`config.mk`:
```
export PLATFORM = sky130hd
export DESIGN_NAME = rco_reference_clock_output_select
export DESIGN_NICKNAME = d
export VERILOG_FILES = /design/src/core/rco_pkg.sv /design/src/core/rco_reference_clock_output_select.sv
export SDC_FILE = /design/constraint.sdc
export NUM_CORES = 1
export LEC_CHECK = 0
export BUFFER_PORTS_ARGS = -buffer_cell sky130_fd_sc_hd__buf_4
export CORE_MARGIN = 2
export CORE_UTILIZATION = 50
export DETAILED_ROUTE_END_ITERATION = 8
export PLACE_DENSITY = 0.7
export SYNTH_ARGS = -nofsm -noshare
export SYNTH_HDL_FRONTEND = slang
export SYNTH_SLANG_ARGS = --single-unit
```
`constraint.sdc`:
```
create_clock -name ref_clk -period 3.8 [get_ports ref_clk]
set_clock_uncertainty 0.15 [all_clocks]
set_input_delay 0.76 -clock ref_clk [delete_from_list [all_inputs] [get_ports ref_clk]]
set_output_delay 0.76 -clock ref_clk [all_outputs]
set_load 0.01 [all_outputs]
```
`src/core/rco_pkg.sv`:
```
// Purpose: shared constants and types for the reference clock output selector
// Assumes: one 25 MHz master clock, registers reached over APB
// Notes:   all offsets are byte addresses of aligned 32-bit words
package rco_pkg;
  localparam longint REF_HZ      = 25000000;  // master clock rate
  localparam int     CLK_NS      = 40;        // master clock period
  // register byte offsets
  localparam logic [7:0] OFF_CFG_A  = 8'h00;  // output A source config
  localparam logic [7:0] OFF_CFG_B  = 8'h04;  // output B source config
  localparam logic [7:0] OFF_REFCFG = 8'h08;  // ref_output_config
  localparam logic [7:0] OFF_FIXED  = 8'h0C;  // fixed free-run clock config
  localparam logic [7:0] OFF_RXFLT  = 8'h10;  // rx_sys_float_select per channel
  localparam logic [7:0] OFF_STATUS = 8'h14;  // read-only block state
  // output source config fields
  localparam int EN_BIT  = 6;  // out_x_enable
  localparam int E1_BIT  = 5;  // ext_x_e1_rate
  localparam int SEL_MSB = 4;  // out_x_source_select [4:0]
  // ref_output_config fields
  localparam int TAP_BIT  = 6;  // jitter_atten_tap_select
  localparam int HOLD_BIT = 5;  // hold_high_on_loss
  localparam int BYP_BIT  = 4;  // synth_bypass
  localparam int FREE_BIT = 3;  // free-run
  localparam int FRQ_MSB  = 2;  // synth_frequency_select [2:0]
  // fixed clock fields
  localparam int FIX_EN_BIT  = 1;
  localparam int FIX_SEL_BIT = 0;
  // reset values and the first external select code
  localparam logic [6:0] CFG_SRC_RESET = 7'h40;  // enabled, channel 0
  localparam logic [6:0] REFCFG_RESET  = 7'h10;  // synthesizer bypassed
  localparam logic [1:0] FIXED_RESET   = 2'h2;   // enabled, 8 kHz
  localparam logic [4:0] SEL_EXT_MIN   = 5'h1D;  // 11101..11111 = external
  // timing
  localparam int     EXT_LOSS_E1  = 8;      // E1 cycles without an edge
  localparam int     MCLK_LOSS_NS = 10000;  // duty watch window
  localparam int     MCLK_WIN     = MCLK_LOSS_NS / CLK_NS;
  localparam int     DUTY_PCT     = 30;     // least high share
  // frequencies in Hz
  localparam longint HZ_8K    = 8000;
  localparam longint HZ_64K   = 64000;
  localparam longint HZ_E1    = 2048000;
  localparam longint HZ_2E1   = 4096000;
  localparam longint HZ_4E1   = 8192000;
  localparam longint HZ_SONET = 19440000;
  localparam longint HZ_32M   = 32768000;
  localparam longint HZ_FIX0  = 8000;
  localparam longint HZ_FIX1  = 2048;

  // phase step of a 32-bit accumulator for a wanted rate
  function automatic logic [31:0] rco_inc(input longint hz);
    return 32'((hz << 32) / REF_HZ);
  endfunction

  typedef enum logic [1:0] {MODE_CLK, MODE_NCO, MODE_HIGH} rco_mode_t;
endpackage

```
`src/core/rco_reference_clock_output_select.sv`:
```
// Purpose: selects and conditions the two reference clock outputs,
//          the fixed clock, the per-channel reference and power-down
// Assumes: ref_clk is the master clock; recovered and external clocks are
//          far slower than ref_clk and are sampled through two flops
// Notes:   derived clocks come from phase accumulators, so they carry one
//          ref_clk period of phase jitter
`timescale 1ns/1ps

module rco_reference_clock_output_select
  import rco_pkg::*;
#(
  parameter int NCH = 22  // line channels
) (
  input  wire logic             ref_clk,
  input  wire logic             rst,
  input  wire logic             psel,
  input  wire logic             penable,
  input  wire logic             pwrite,
  input  wire logic [7:0]       paddr,
  input  wire logic [31:0]      pwdata,
  output logic [31:0]           prdata,
  output logic                  pready,
  output logic                  pslverr,
  input  wire logic [NCH-1:0]   channelRxClockPre,   // ahead of attenuator
  input  wire logic [NCH-1:0]   channelRxClockPost,  // behind attenuator
  input  wire logic [NCH-1:0]   lineLosStatus,       // same clock domain
  input  wire logic             extClockInA,
  input  wire logic             extClockInB,
  input  wire logic             masterClockMonitor,  // master clock pin level
  output logic                  refClockOutA,
  output logic                  refClockOutAOe_n,
  output logic                  refClockOutB,
  output logic                  refClockOutBOe_n,
  output logic                  fixedFreeRunClockOut,
  output logic                  fixedFreeRunClockOutOe_n,
  output logic                  perChannelRefClock,
  output logic                  linePinsOe_n,
  output logic                  txSysIgnore,
  output logic                  txSysOutOe_n,
  output logic [NCH-1:0]        rxSysOutOe_n,
  output logic [NCH-1:0]        rxSysForceLow,
  output logic                  autoReset
);
  // all state of the block
  typedef struct packed {
    logic [NCH-1:0]  s1Pre, s2Pre;    // recovered clock synchronisers
    logic [NCH-1:0]  s1Post, s2Post;
    logic [1:0]      s1Ext, s2Ext, prevExt;
    logic            s1Mclk, s2Mclk;
    logic [6:0]      cfgA, cfgB;      // source configs
    logic [6:0]      refCfg;          // shared output config
    logic [1:0]      fixCfg;
    logic [NCH-1:0]  rxFloat;
    logic [2:0][31:0] acc;            // 0 synth, 1 E1, 2 fixed
    logic [1:0][3:0] extCnt;          // E1 ticks since last edge
    logic [1:0]      extLost;
    rco_mode_t       modeA, modeB;    // applied output modes
    logic            outA, outB, fixOut, per_channel_ref_clock;
    logic [7:0]      winCnt, highCnt;
    logic            mclkLost, autoRst;
    logic            ack, err;
    logic [31:0]     rdata;
  } rco_state_t;

  rco_state_t s;       // registered state
  rco_state_t next_s;  // next state

  localparam rco_state_t RESET_S = '{
    cfgA: CFG_SRC_RESET, cfgB: CFG_SRC_RESET, refCfg: REFCFG_RESET,
    fixCfg: FIXED_RESET, modeA: MODE_CLK, modeB: MODE_CLK, default: '0};

  // working signals of the combinational process
  logic [31:0]     synInc;       // synthesizer phase step
  logic [2:0]      wrap;         // accumulator wrapped this cycle
  logic [1:0]      extEdge;
  logic            synOn, freeRun, hold;
  logic            srcA, srcB, losA, losB;
  logic            staleA, staleB;  // current level is static, no pulse to cut
  rco_mode_t       tgtA, tgtB;   // wanted modes before glitch guard
  logic            lvlA, lvlB;   // wanted source levels
  logic            wrOk, rdHit;
  logic [31:0]     wdat;

  // level of a mode for the given clock and accumulator output
  function automatic logic mode_level(rco_mode_t m, logic clk, logic nco);
    case (m)
      MODE_CLK: return clk;
      MODE_NCO: return nco;
      default:  return 1'b1;
    endcase
  endfunction

  // recovered clock of a select value, tapped per config
  function automatic logic rec_clk(rco_state_t st, logic [4:0] sel);
    if (sel >= 5'(NCH)) return 1'b0;
    return st.refCfg[TAP_BIT] ? st.s2Pre[sel] : st.s2Post[sel];
  endfunction

  // synthesizer frequency code to phase step
  always_comb begin
    case (s.refCfg[FRQ_MSB:0])
      3'h0:    synInc = rco_inc(HZ_8K);
      3'h1:    synInc = rco_inc(HZ_64K);
      3'h2:    synInc = rco_inc(HZ_E1);
      3'h3:    synInc = rco_inc(HZ_2E1);
      3'h4:    synInc = rco_inc(HZ_4E1);
      3'h5:    synInc = rco_inc(HZ_SONET);
      3'h6:    synInc = rco_inc(HZ_32M);
      default: synInc = rco_inc(HZ_E1);
    endcase
  end

  // next state of the whole block
  always_comb begin
    logic [32:0] sum;
    logic [31:0] inc;
    sum = '0;
    inc = '0;
    next_s = s;
    // two-flop synchronisers; first stage read only here
    next_s.s1Pre  = channelRxClockPre;
    next_s.s2Pre  = s.s1Pre;
    next_s.s1Post = channelRxClockPost;
    next_s.s2Post = s.s1Post;
    next_s.s1Ext  = {extClockInB, extClockInA};
    next_s.s2Ext  = s.s1Ext;
    next_s.prevExt = s.s2Ext;
    next_s.s1Mclk = masterClockMonitor;
    next_s.s2Mclk = s.s1Mclk;
    extEdge = s.s2Ext & ~s.prevExt;

    synOn   = ~s.refCfg[BYP_BIT];
    freeRun = synOn & s.refCfg[FREE_BIT];
    hold    = s.refCfg[HOLD_BIT];

    // phase accumulators, all locked to the master clock
    for (int i = 0; i < 3; i++) begin
      case (i)
        0:       inc = synOn ? synInc : rco_inc(HZ_E1);
        1:       inc = rco_inc(HZ_E1);
        default: inc = s.fixCfg[FIX_SEL_BIT] ? rco_inc(HZ_FIX1)
                                             : rco_inc(HZ_FIX0);
      endcase
      sum = {1'b0, s.acc[i]} + {1'b0, inc};
      next_s.acc[i] = sum[31:0];
      wrap[i] = sum[32];
    end
    next_s.per_channel_ref_clock   = s.acc[1][31];
    next_s.fixOut = s.acc[2][31];

    // external clock watch, counted in master-derived E1 ticks
    for (int k = 0; k < 2; k++) begin
      if (extEdge[k]) begin
        next_s.extCnt[k]  = '0;
        next_s.extLost[k] = 1'b0;
      end else if (wrap[1] && s.extCnt[k] <= 4'(EXT_LOSS_E1)) begin
        next_s.extCnt[k] = s.extCnt[k] + 4'h1;
      end
      if (!extEdge[k] && s.extCnt[k] > 4'(EXT_LOSS_E1))
        next_s.extLost[k] = 1'b1;
    end
    // loss only counts in E1 mode
    if (!s.cfgA[E1_BIT]) next_s.extLost[0] = 1'b0;
    if (!s.cfgB[E1_BIT]) next_s.extLost[1] = 1'b0;

    // output A wanted mode
    srcA = s.cfgA[SEL_MSB:0] >= SEL_EXT_MIN;
    losA = !srcA && s.cfgA[SEL_MSB:0] < 5'(NCH)
           && lineLosStatus[s.cfgA[SEL_MSB:0]];
    if (freeRun)
      tgtA = MODE_NCO;
    else if (srcA && s.extLost[0])
      tgtA = MODE_HIGH;
    else if (losA)
      tgtA = hold ? MODE_HIGH : MODE_NCO;
    else if (!srcA && s.cfgA[SEL_MSB:0] >= 5'(NCH))
      tgtA = MODE_HIGH;                                     // unused codes
    else
      tgtA = synOn ? MODE_NCO : MODE_CLK;
    lvlA = srcA ? s.s2Ext[0] : rec_clk(s, s.cfgA[SEL_MSB:0]);

    // output B wanted mode, no synthesizer here
    srcB = s.cfgB[SEL_MSB:0] >= SEL_EXT_MIN;
    losB = !srcB && s.cfgB[SEL_MSB:0] < 5'(NCH)
           && lineLosStatus[s.cfgB[SEL_MSB:0]];
    if ((srcB && s.extLost[1]) || losB)
      tgtB = hold ? MODE_HIGH : MODE_NCO;
    else if (!srcB && s.cfgB[SEL_MSB:0] >= 5'(NCH))
      tgtB = MODE_HIGH;
    else
      tgtB = MODE_CLK;
    lvlB = srcB ? s.s2Ext[1] : rec_clk(s, s.cfgB[SEL_MSB:0]);

    // switch only while the output is low and the new level is low or the new mode is MODE_HIGH, so no
    // shortened pulse escapes; a static high or a stopped source has no
    // pulse to cut, so leaving it only waits for the new level to be low
    staleA = s.modeA == MODE_HIGH || (srcA && s.extLost[0]);
    staleB = s.modeB == MODE_HIGH || (srcB && s.extLost[1]);
    if (tgtA != s.modeA && (!s.outA || staleA) &&
        (tgtA == MODE_HIGH || !mode_level(tgtA, lvlA, s.acc[0][31])))
      next_s.modeA = tgtA;
    if (tgtB != s.modeB && (!s.outB || staleB) &&
        (tgtB == MODE_HIGH || !mode_level(tgtB, lvlB, s.acc[1][31])))
      next_s.modeB = tgtB;
    next_s.outA = mode_level(s.modeA, lvlA, s.acc[0][31]);
    next_s.outB = mode_level(s.modeB, lvlB, s.acc[1][31]);

    // master clock duty watch over fixed windows
    next_s.autoRst = 1'b0;
    if (s.winCnt == 8'(MCLK_WIN - 1)) begin
      next_s.winCnt  = '0;
      next_s.highCnt = '0;
      if (32'(s.highCnt) * 100 < 32'(DUTY_PCT * MCLK_WIN))
        next_s.mclkLost = 1'b1;
      else if (s.mclkLost) begin
        next_s.mclkLost = 1'b0;
        next_s.autoRst  = 1'b1;
      end
    end else begin
      next_s.winCnt  = s.winCnt + 8'h1;
      next_s.highCnt = s.highCnt + 8'(s.s2Mclk);
    end

    // APB: answer registered in setup, write lands at access edge
    rdHit = 1'b1;
    case (paddr)
      OFF_CFG_A:  next_s.rdata = {25'h0, s.cfgA};
      OFF_CFG_B:  next_s.rdata = {25'h0, s.cfgB};
      OFF_REFCFG: next_s.rdata = {25'h0, s.refCfg};
      OFF_FIXED:  next_s.rdata = {30'h0, s.fixCfg};
      OFF_RXFLT:  next_s.rdata = 32'(s.rxFloat);
      OFF_STATUS: next_s.rdata = {24'h0, 2'(s.modeB), 2'(s.modeA),
                                  1'b0, s.mclkLost, s.extLost};
      default: begin
        next_s.rdata = '0;
        rdHit = 1'b0;
      end
    endcase
    next_s.ack = psel && !penable;
    next_s.err = !rdHit;
    wrOk = psel && penable && s.ack && pwrite && rdHit;
    wdat = pwdata;
    if (wrOk) begin
      case (paddr)
        OFF_CFG_A:  next_s.cfgA   = wdat[6:0];
        OFF_CFG_B:  next_s.cfgB   = wdat[6:0];
        OFF_REFCFG: next_s.refCfg = wdat[6:0];
        OFF_FIXED:  next_s.fixCfg = wdat[1:0];
        OFF_RXFLT:  next_s.rxFloat = wdat[NCH-1:0];
        default:    next_s.refCfg = s.refCfg;  // status is read-only
      endcase
    end
  end

  // one register stage; the automatic reset clears everything too
  always_ff @(posedge ref_clk) begin
    if (rst || s.autoRst) begin
      s <= RESET_S;
    end else begin
      s <= next_s;
    end
  end

  // outputs
  assign pready  = s.ack;
  assign pslverr = s.ack & s.err;
  assign prdata  = s.rdata;
  assign refClockOutA     = s.outA;
  assign refClockOutAOe_n = ~s.cfgA[EN_BIT];
  assign refClockOutB     = s.outB;
  assign refClockOutBOe_n = ~s.cfgB[EN_BIT];
  assign fixedFreeRunClockOut     = s.fixOut;
  assign fixedFreeRunClockOutOe_n = ~s.fixCfg[FIX_EN_BIT];
  assign perChannelRefClock = s.per_channel_ref_clock;
  assign linePinsOe_n  = s.mclkLost;
  assign txSysIgnore   = s.mclkLost;
  assign txSysOutOe_n  = s.mclkLost;
  assign rxSysOutOe_n  = {NCH{s.mclkLost}} & s.rxFloat;
  assign rxSysForceLow = {NCH{s.mclkLost}} & ~s.rxFloat;
  assign autoReset     = s.autoRst;
endmodule

```
Yosys cells after proc, flatten, opt, wreduce, memory -nomap -nowiden
Index checks and enable logic that the tools add are counted.
{ "word_totals": {"elab_cells": 194, "reg_bits": 307, "out_inout_bits": 89, "input_bits": 114} }
{ "op_classes": {"mul": 1, "add_sub_neg": 7, "bitwise_logic": 14, "mux": 45, "magnitude_cmp": 13, "reduce_logical": 59, "eq_ne": 21} }
{ "op_table": {"columns": ["cell", "count"], "rows": [
  ["case mux 32 bit (6 select lines)", 1],
  ["case mux 22 bit (6 select lines)", 1],
  ["AND 22 bit", 2],
  ["adder 32 x 29 -> 33 bit (second input constant)", 1],
  ["adder 32 x 21 -> 32 bit", 1],
  ["adder 32 bit", 1],
  ["2-to-1 mux 32 bit", 1],
  ["binary-select mux 1 bit (select 5 bit)", 6],
  ["2-to-1 mux 1 bit", 24],
  ["NOT 22 bit", 1],
  ["logical AND 1 bit", 21],
  ["2-to-1 mux 21 bit", 1],
  [">= comparator 5 bit (second input constant)", 4],
  ["== test 8 x 4 -> 1 bit (second input constant)", 2],
  ["== test 8 x 5 -> 1 bit (second input constant)", 2],
  ["less-than comparator 15 x 13 -> 1 bit (second input constant)", 1],
  ["2-to-1 mux 2 bit", 7],
  ["multiplier 8 x 5 -> 13 bit (second input constant)", 1],
  ["less-than comparator 5 x 6 -> 1 bit (second input constant)", 2],
  ["logical NOT 1 bit", 10],
  ["less-than comparator 5 bit (second input constant)", 2],
  ["AND reduction 2 bit", 5],
  ["OR reduction 2 bit", 5],
  ["== test 3 bit (second input constant)", 3],
  ["other kinds (24)", 55]
]} }

Depth between registers and ports, before layout
{ "logic_depth": {"ltp_word": 12, "depth_mapped": 16, "depth_no_buf": 15} }

Least setup slack after synthesis
Ideal clock, no wire load.
{ "synth_path": {"path_kind": "register to register", "start": "register s[194] (netlist name)", "end": "register s[98] (netlist name)", "setup_slack_ns": 0.606, "arrival_ns": 2.973, "path_buffers": 2, "required_time_ns": 3.578, "stages_incl_launch_ff": 14, "path_cell_list": "dfxtp_1 -> buf_2 -> clkbuf_1 -> nor3_1 -> ha_1 -> fa_1 -> a211oi_1 -> o21ai_0 -> a31oi_1 -> o211ai_1 -> nand2_1 -> o21ai_0 -> o41ai_1 -> mux2i_1"} }
{ "synth_between": {"elab_chain_cells": 2} }
{ "synth_lines": {"columns": ["item", "line", "text"], "rows": [
  ["from (decl)", "rco_reference_clock_output_select.sv:65", "rco_state_t s;"],
  ["from (signal assigned)", "rco_reference_clock_output_select.sv:260", "s <= next_s;"],
  ["2-to-1 mux 32 bit", "rco_reference_clock_output_select.sv:139", "0: inc = synOn ? synInc : rco_inc(HZ_E1);"],
  ["adder 32 bit", "rco_reference_clock_output_select.sv:144", "sum = {1'b0, s.acc[i]} + {1'b0, inc};"]
]} }
No other way between the ends.
A chain may end at the register's enable or synchronous reset.

Worst setup path in the final report
{ "layout_path": {"start": "register s[192] (netlist name)", "end": "register s[98] (netlist name)"} }
{ "layout_between": {"elab_chain_cells": 4, "word_cells_on_any_way": 9} }
{ "layout_lines": {"columns": ["item", "line", "text"], "rows": [
  ["== test 3 bit, or another cell as far along", "rco_reference_clock_output_select.sv:101", "case (s.refCfg[FRQ_MSB:0])"],
  ["case mux 32 bit (6 select lines) *", "rco_reference_clock_output_select.sv:101", null],
  ["2-to-1 mux 32 bit *", "rco_reference_clock_output_select.sv:139", null],
  ["adder 32 bit *", "rco_reference_clock_output_select.sv:144", null]
]} }
Every way passes the cells marked *; elsewhere a longest branch is shown, timed or not.

==> impl_metrics.ini <==
[timing]
final.min_clock_period_ns = 3.46
slew_headroom = 0.434
worst_slew_pin_slew_ns = 0.848
period_share = 0.911
hold_violations = 0
drv_slew = 0
fin_setup_tns_ns = 0
fmax_mhz = 289
finalSetupViolations = 0
rsz0062_at_grt = false

[power_and_ir_drop]
powerDensity_nw_per_um2 = 443
p_sw_mw = 2.02
clockPowerShare = 0.379
p_leak_nw = 7.59
seqPwrFrac = 0.453
total_power_mw = 7.73
comb_power_share = 0.168
peakVddDrop_mv = 0.414
sw_frac_of_total = 0.262
p_int_mw = 5.71

[critical_path]
rr_startpoint = s[192]$_SDFFE_PP0P_
cp-end-kind = register
crit_fanout = 6
cp.required_ns = 4.12
arrival_ns = 3.79
start_kind = register
cp_common_cell = o21ai_0
slowest_stage = fa_1
r2r_setup_slack_ns = 0.34
path_cells = nand2b_1, nor2_1, nor3_1, ha_1, fa_1, a211oi_1, o21ai_0, a31oi_1, o211ai_1, nand2_1, o21ai_0, o41ai_1, mux2i_1
max_stage_delay_ns = 0.43
reg2reg_depth = 13
critical_path_class = register to register
r2r-end = s[98]$_SDFF_PP0_

[detailed_routing]
via_per_inst = 5.28
finalWirelength_mm = 32.4
drc = 0
via_count = 11700
drtPass1Iterations = 8
drt-wirelength-per-cell_um = 14.6
drt_iter0_drc = 554
antenna_left = 0

[floorplanning]
core_um2 = 29500
initial_core_util = 0.505
ios = 203
dieArea_um2 = 31200
rows = 63
chipWidth_um = 177
die_height_um = 177

[clocking]
clk_path_buf_depth = 3
clock_sinks = 294
insertion_delay_ns = 0.54
cts_tree = built
cts-root-buf = clkbuf_16
post-cts-setup-buffers = 0
htree_levels = 1
clk_pin_slew_ns = 0.07
numCtsBuffers = 29

[hold_path]
hold-path-endpoint = pready$_SDFF_PP0_
hp-start = penable
whs_path_depth = 2
hp-class = primary input to register

[final_layout]
drive_gt1_frac = 0.175
largest_reg_flops = 213
syn_to_final_growth_pct = 17.2
fin_nets = 2001
largest-register = s
final.fill_count = 2600
diodes = 0

[logic_synthesis]
ys_types = 75
synth.avg_cell_area_um2 = 8.98
netlist_area_um2 = 14900
synth_edf_count = 0
ys_warn_count = 0
synth.top_cells.by_area = dfxtp_1 40%, ha_1 6.6%, and2_1 6.0%
synth_cells = 1658
synth_common_cells = 294 x dfxtp_1, 167 x nor2_1, 144 x nand2_1
synth.most_common_cell = dfxtp_1
synth.top_cell.area_share = 0.395
synth_largest_area_cell = dfxtp_1
synth_flop_cell = dfxtp_1
async_flop_share = 0
synth-seq-cells = 294
ys_seq_area_frac = 0.395

[placement]
gp_congestion = 0.883
dp_hpwl_mm = 23.9
io_buffers = 182

[global_routing]
gr-total-overflow = 0
grt_pass1_vias = 11100
antenna_found_initial = 0
grt_pass1_wl_mm = 52.5
grt_max_degree = 63
grt.total_usage = 0.203

[run]
drv_cap = 0

[status]
outcome = completed
[kinds of logic (layout without fill, tap and decap cells)]
family	after synthesis	in the layout	synth area share
flops	294	294	0.395
mux	88	88	0.0862
other cells	1	10	0.000252
compound gates	298	298	0.130
simple gates	647	647	0.216
fa+ha+maj	85	85	0.0738
buf+inv	169	327	0.0536
xor+xnor	76	76	0.0447
[power groups by stage]
stage	clock network, mW	registers [mW]	logic [mW]
floorplan	0	3.52	1.01
global placement	0	3.55	1.26
detailed placement	0	3.56	1.29
CTS	2.99	3.50	1.30
global route	3.12	3.53	1.47
finish	2.93	3.50	1.30
[how the worst max path moves through the flow]
stage,start,end,slack [ns],depth (start not counted)
global placement,s[192]$_SDFFE_PP0P_,s[98]$_SDFF_PP0_,0.39,13
finish,s[192]$_SDFFE_PP0P_,s[98]$_SDFF_PP0_,0.34,13
floorplan,s[194]$_SDFFE_PP1P_,s[98]$_SDFF_PP0_,0.61,13
global route,s[190]$_SDFFE_PP0P_,s[98]$_SDFF_PP0_,0.05,13
detailed placement,s[190]$_SDFFE_PP0P_,s[98]$_SDFF_PP0_,0.34,13
CTS,s[190]$_SDFFE_PP0P_,s[98]$_SDFF_PP0_,0.30,13
[through the flow]
step	hold slack [ns]	cell area (um2)	instances	worst slack (ns)	util
floorplan	0.256	14900	1667	0.606	-
global placement	0.258	16500	2162	0.388	0.559
detailed placement	0.260	16500	2162	0.344	0.559
CTS	0.215	17500	2215	0.298	0.592
global route	0.225	17500	2215	0.0462	0.592
finish	0.228	17500	2215	0.337	0.592
[cell usage in the layout, fill, tap and decap left out, types with 10 or more instances in the layout]
cell and n:
a211oi_1 12, a21o_1 19, a21oi_1 82, a31oi_1 16, and2_1 142, and3_1 12
buf_4 215, clkbuf_16 29, conb_1 10, dfxtp_1 294, ha_1 79, inv_1 57
mux2_2 10, mux2i_1 48, mux4_2 26, nand2_1 144, nand2b_1 12, nand3_1 35
nand4_1 10, nor2_1 166, nor2b_1 44, nor3_1 30, o211ai_1 17, o21a_1 17
o21ai_0 60, or3_1 17, xnor2_1 38, xor2_1 38
[worst max-delay path: cells and delay by family (launching register included)]
family	cells	cell delay (ns)
DFF	1	0.35
and+or+nand+nor	4	0.57
adders and majority gates	2	0.65
muxes	1	0.22
AOI/OAI and AO/OA	6	1.45
[final cells by class]
type                    count  area [um2]  share of cell area
repair buffers            216        1630              0.0936
inverters                  58         218              0.0125
multi-input cells        1204        8260               0.473
well taps                 390         488              0.0279
clock inverters            12         160             0.00917
flip-flops and latches    294        5890               0.337
clock buffers              41         821              0.0470
[routing by layer]
layer	global-route usage	wire length, um	up-vias
met4	0.0620	882	0
met3	0.0308	1690	52
li1	-	-	5972
met2	0.348	14900	294
met5	0	0	-
met1	0.264	14900	5383
[what timing repair did]
action,CTS,global route
hold buffers,0,0
gates resized for setup,0,1
endpoints found under the setup margin,0,1
(Power assumes the default switching activity.)
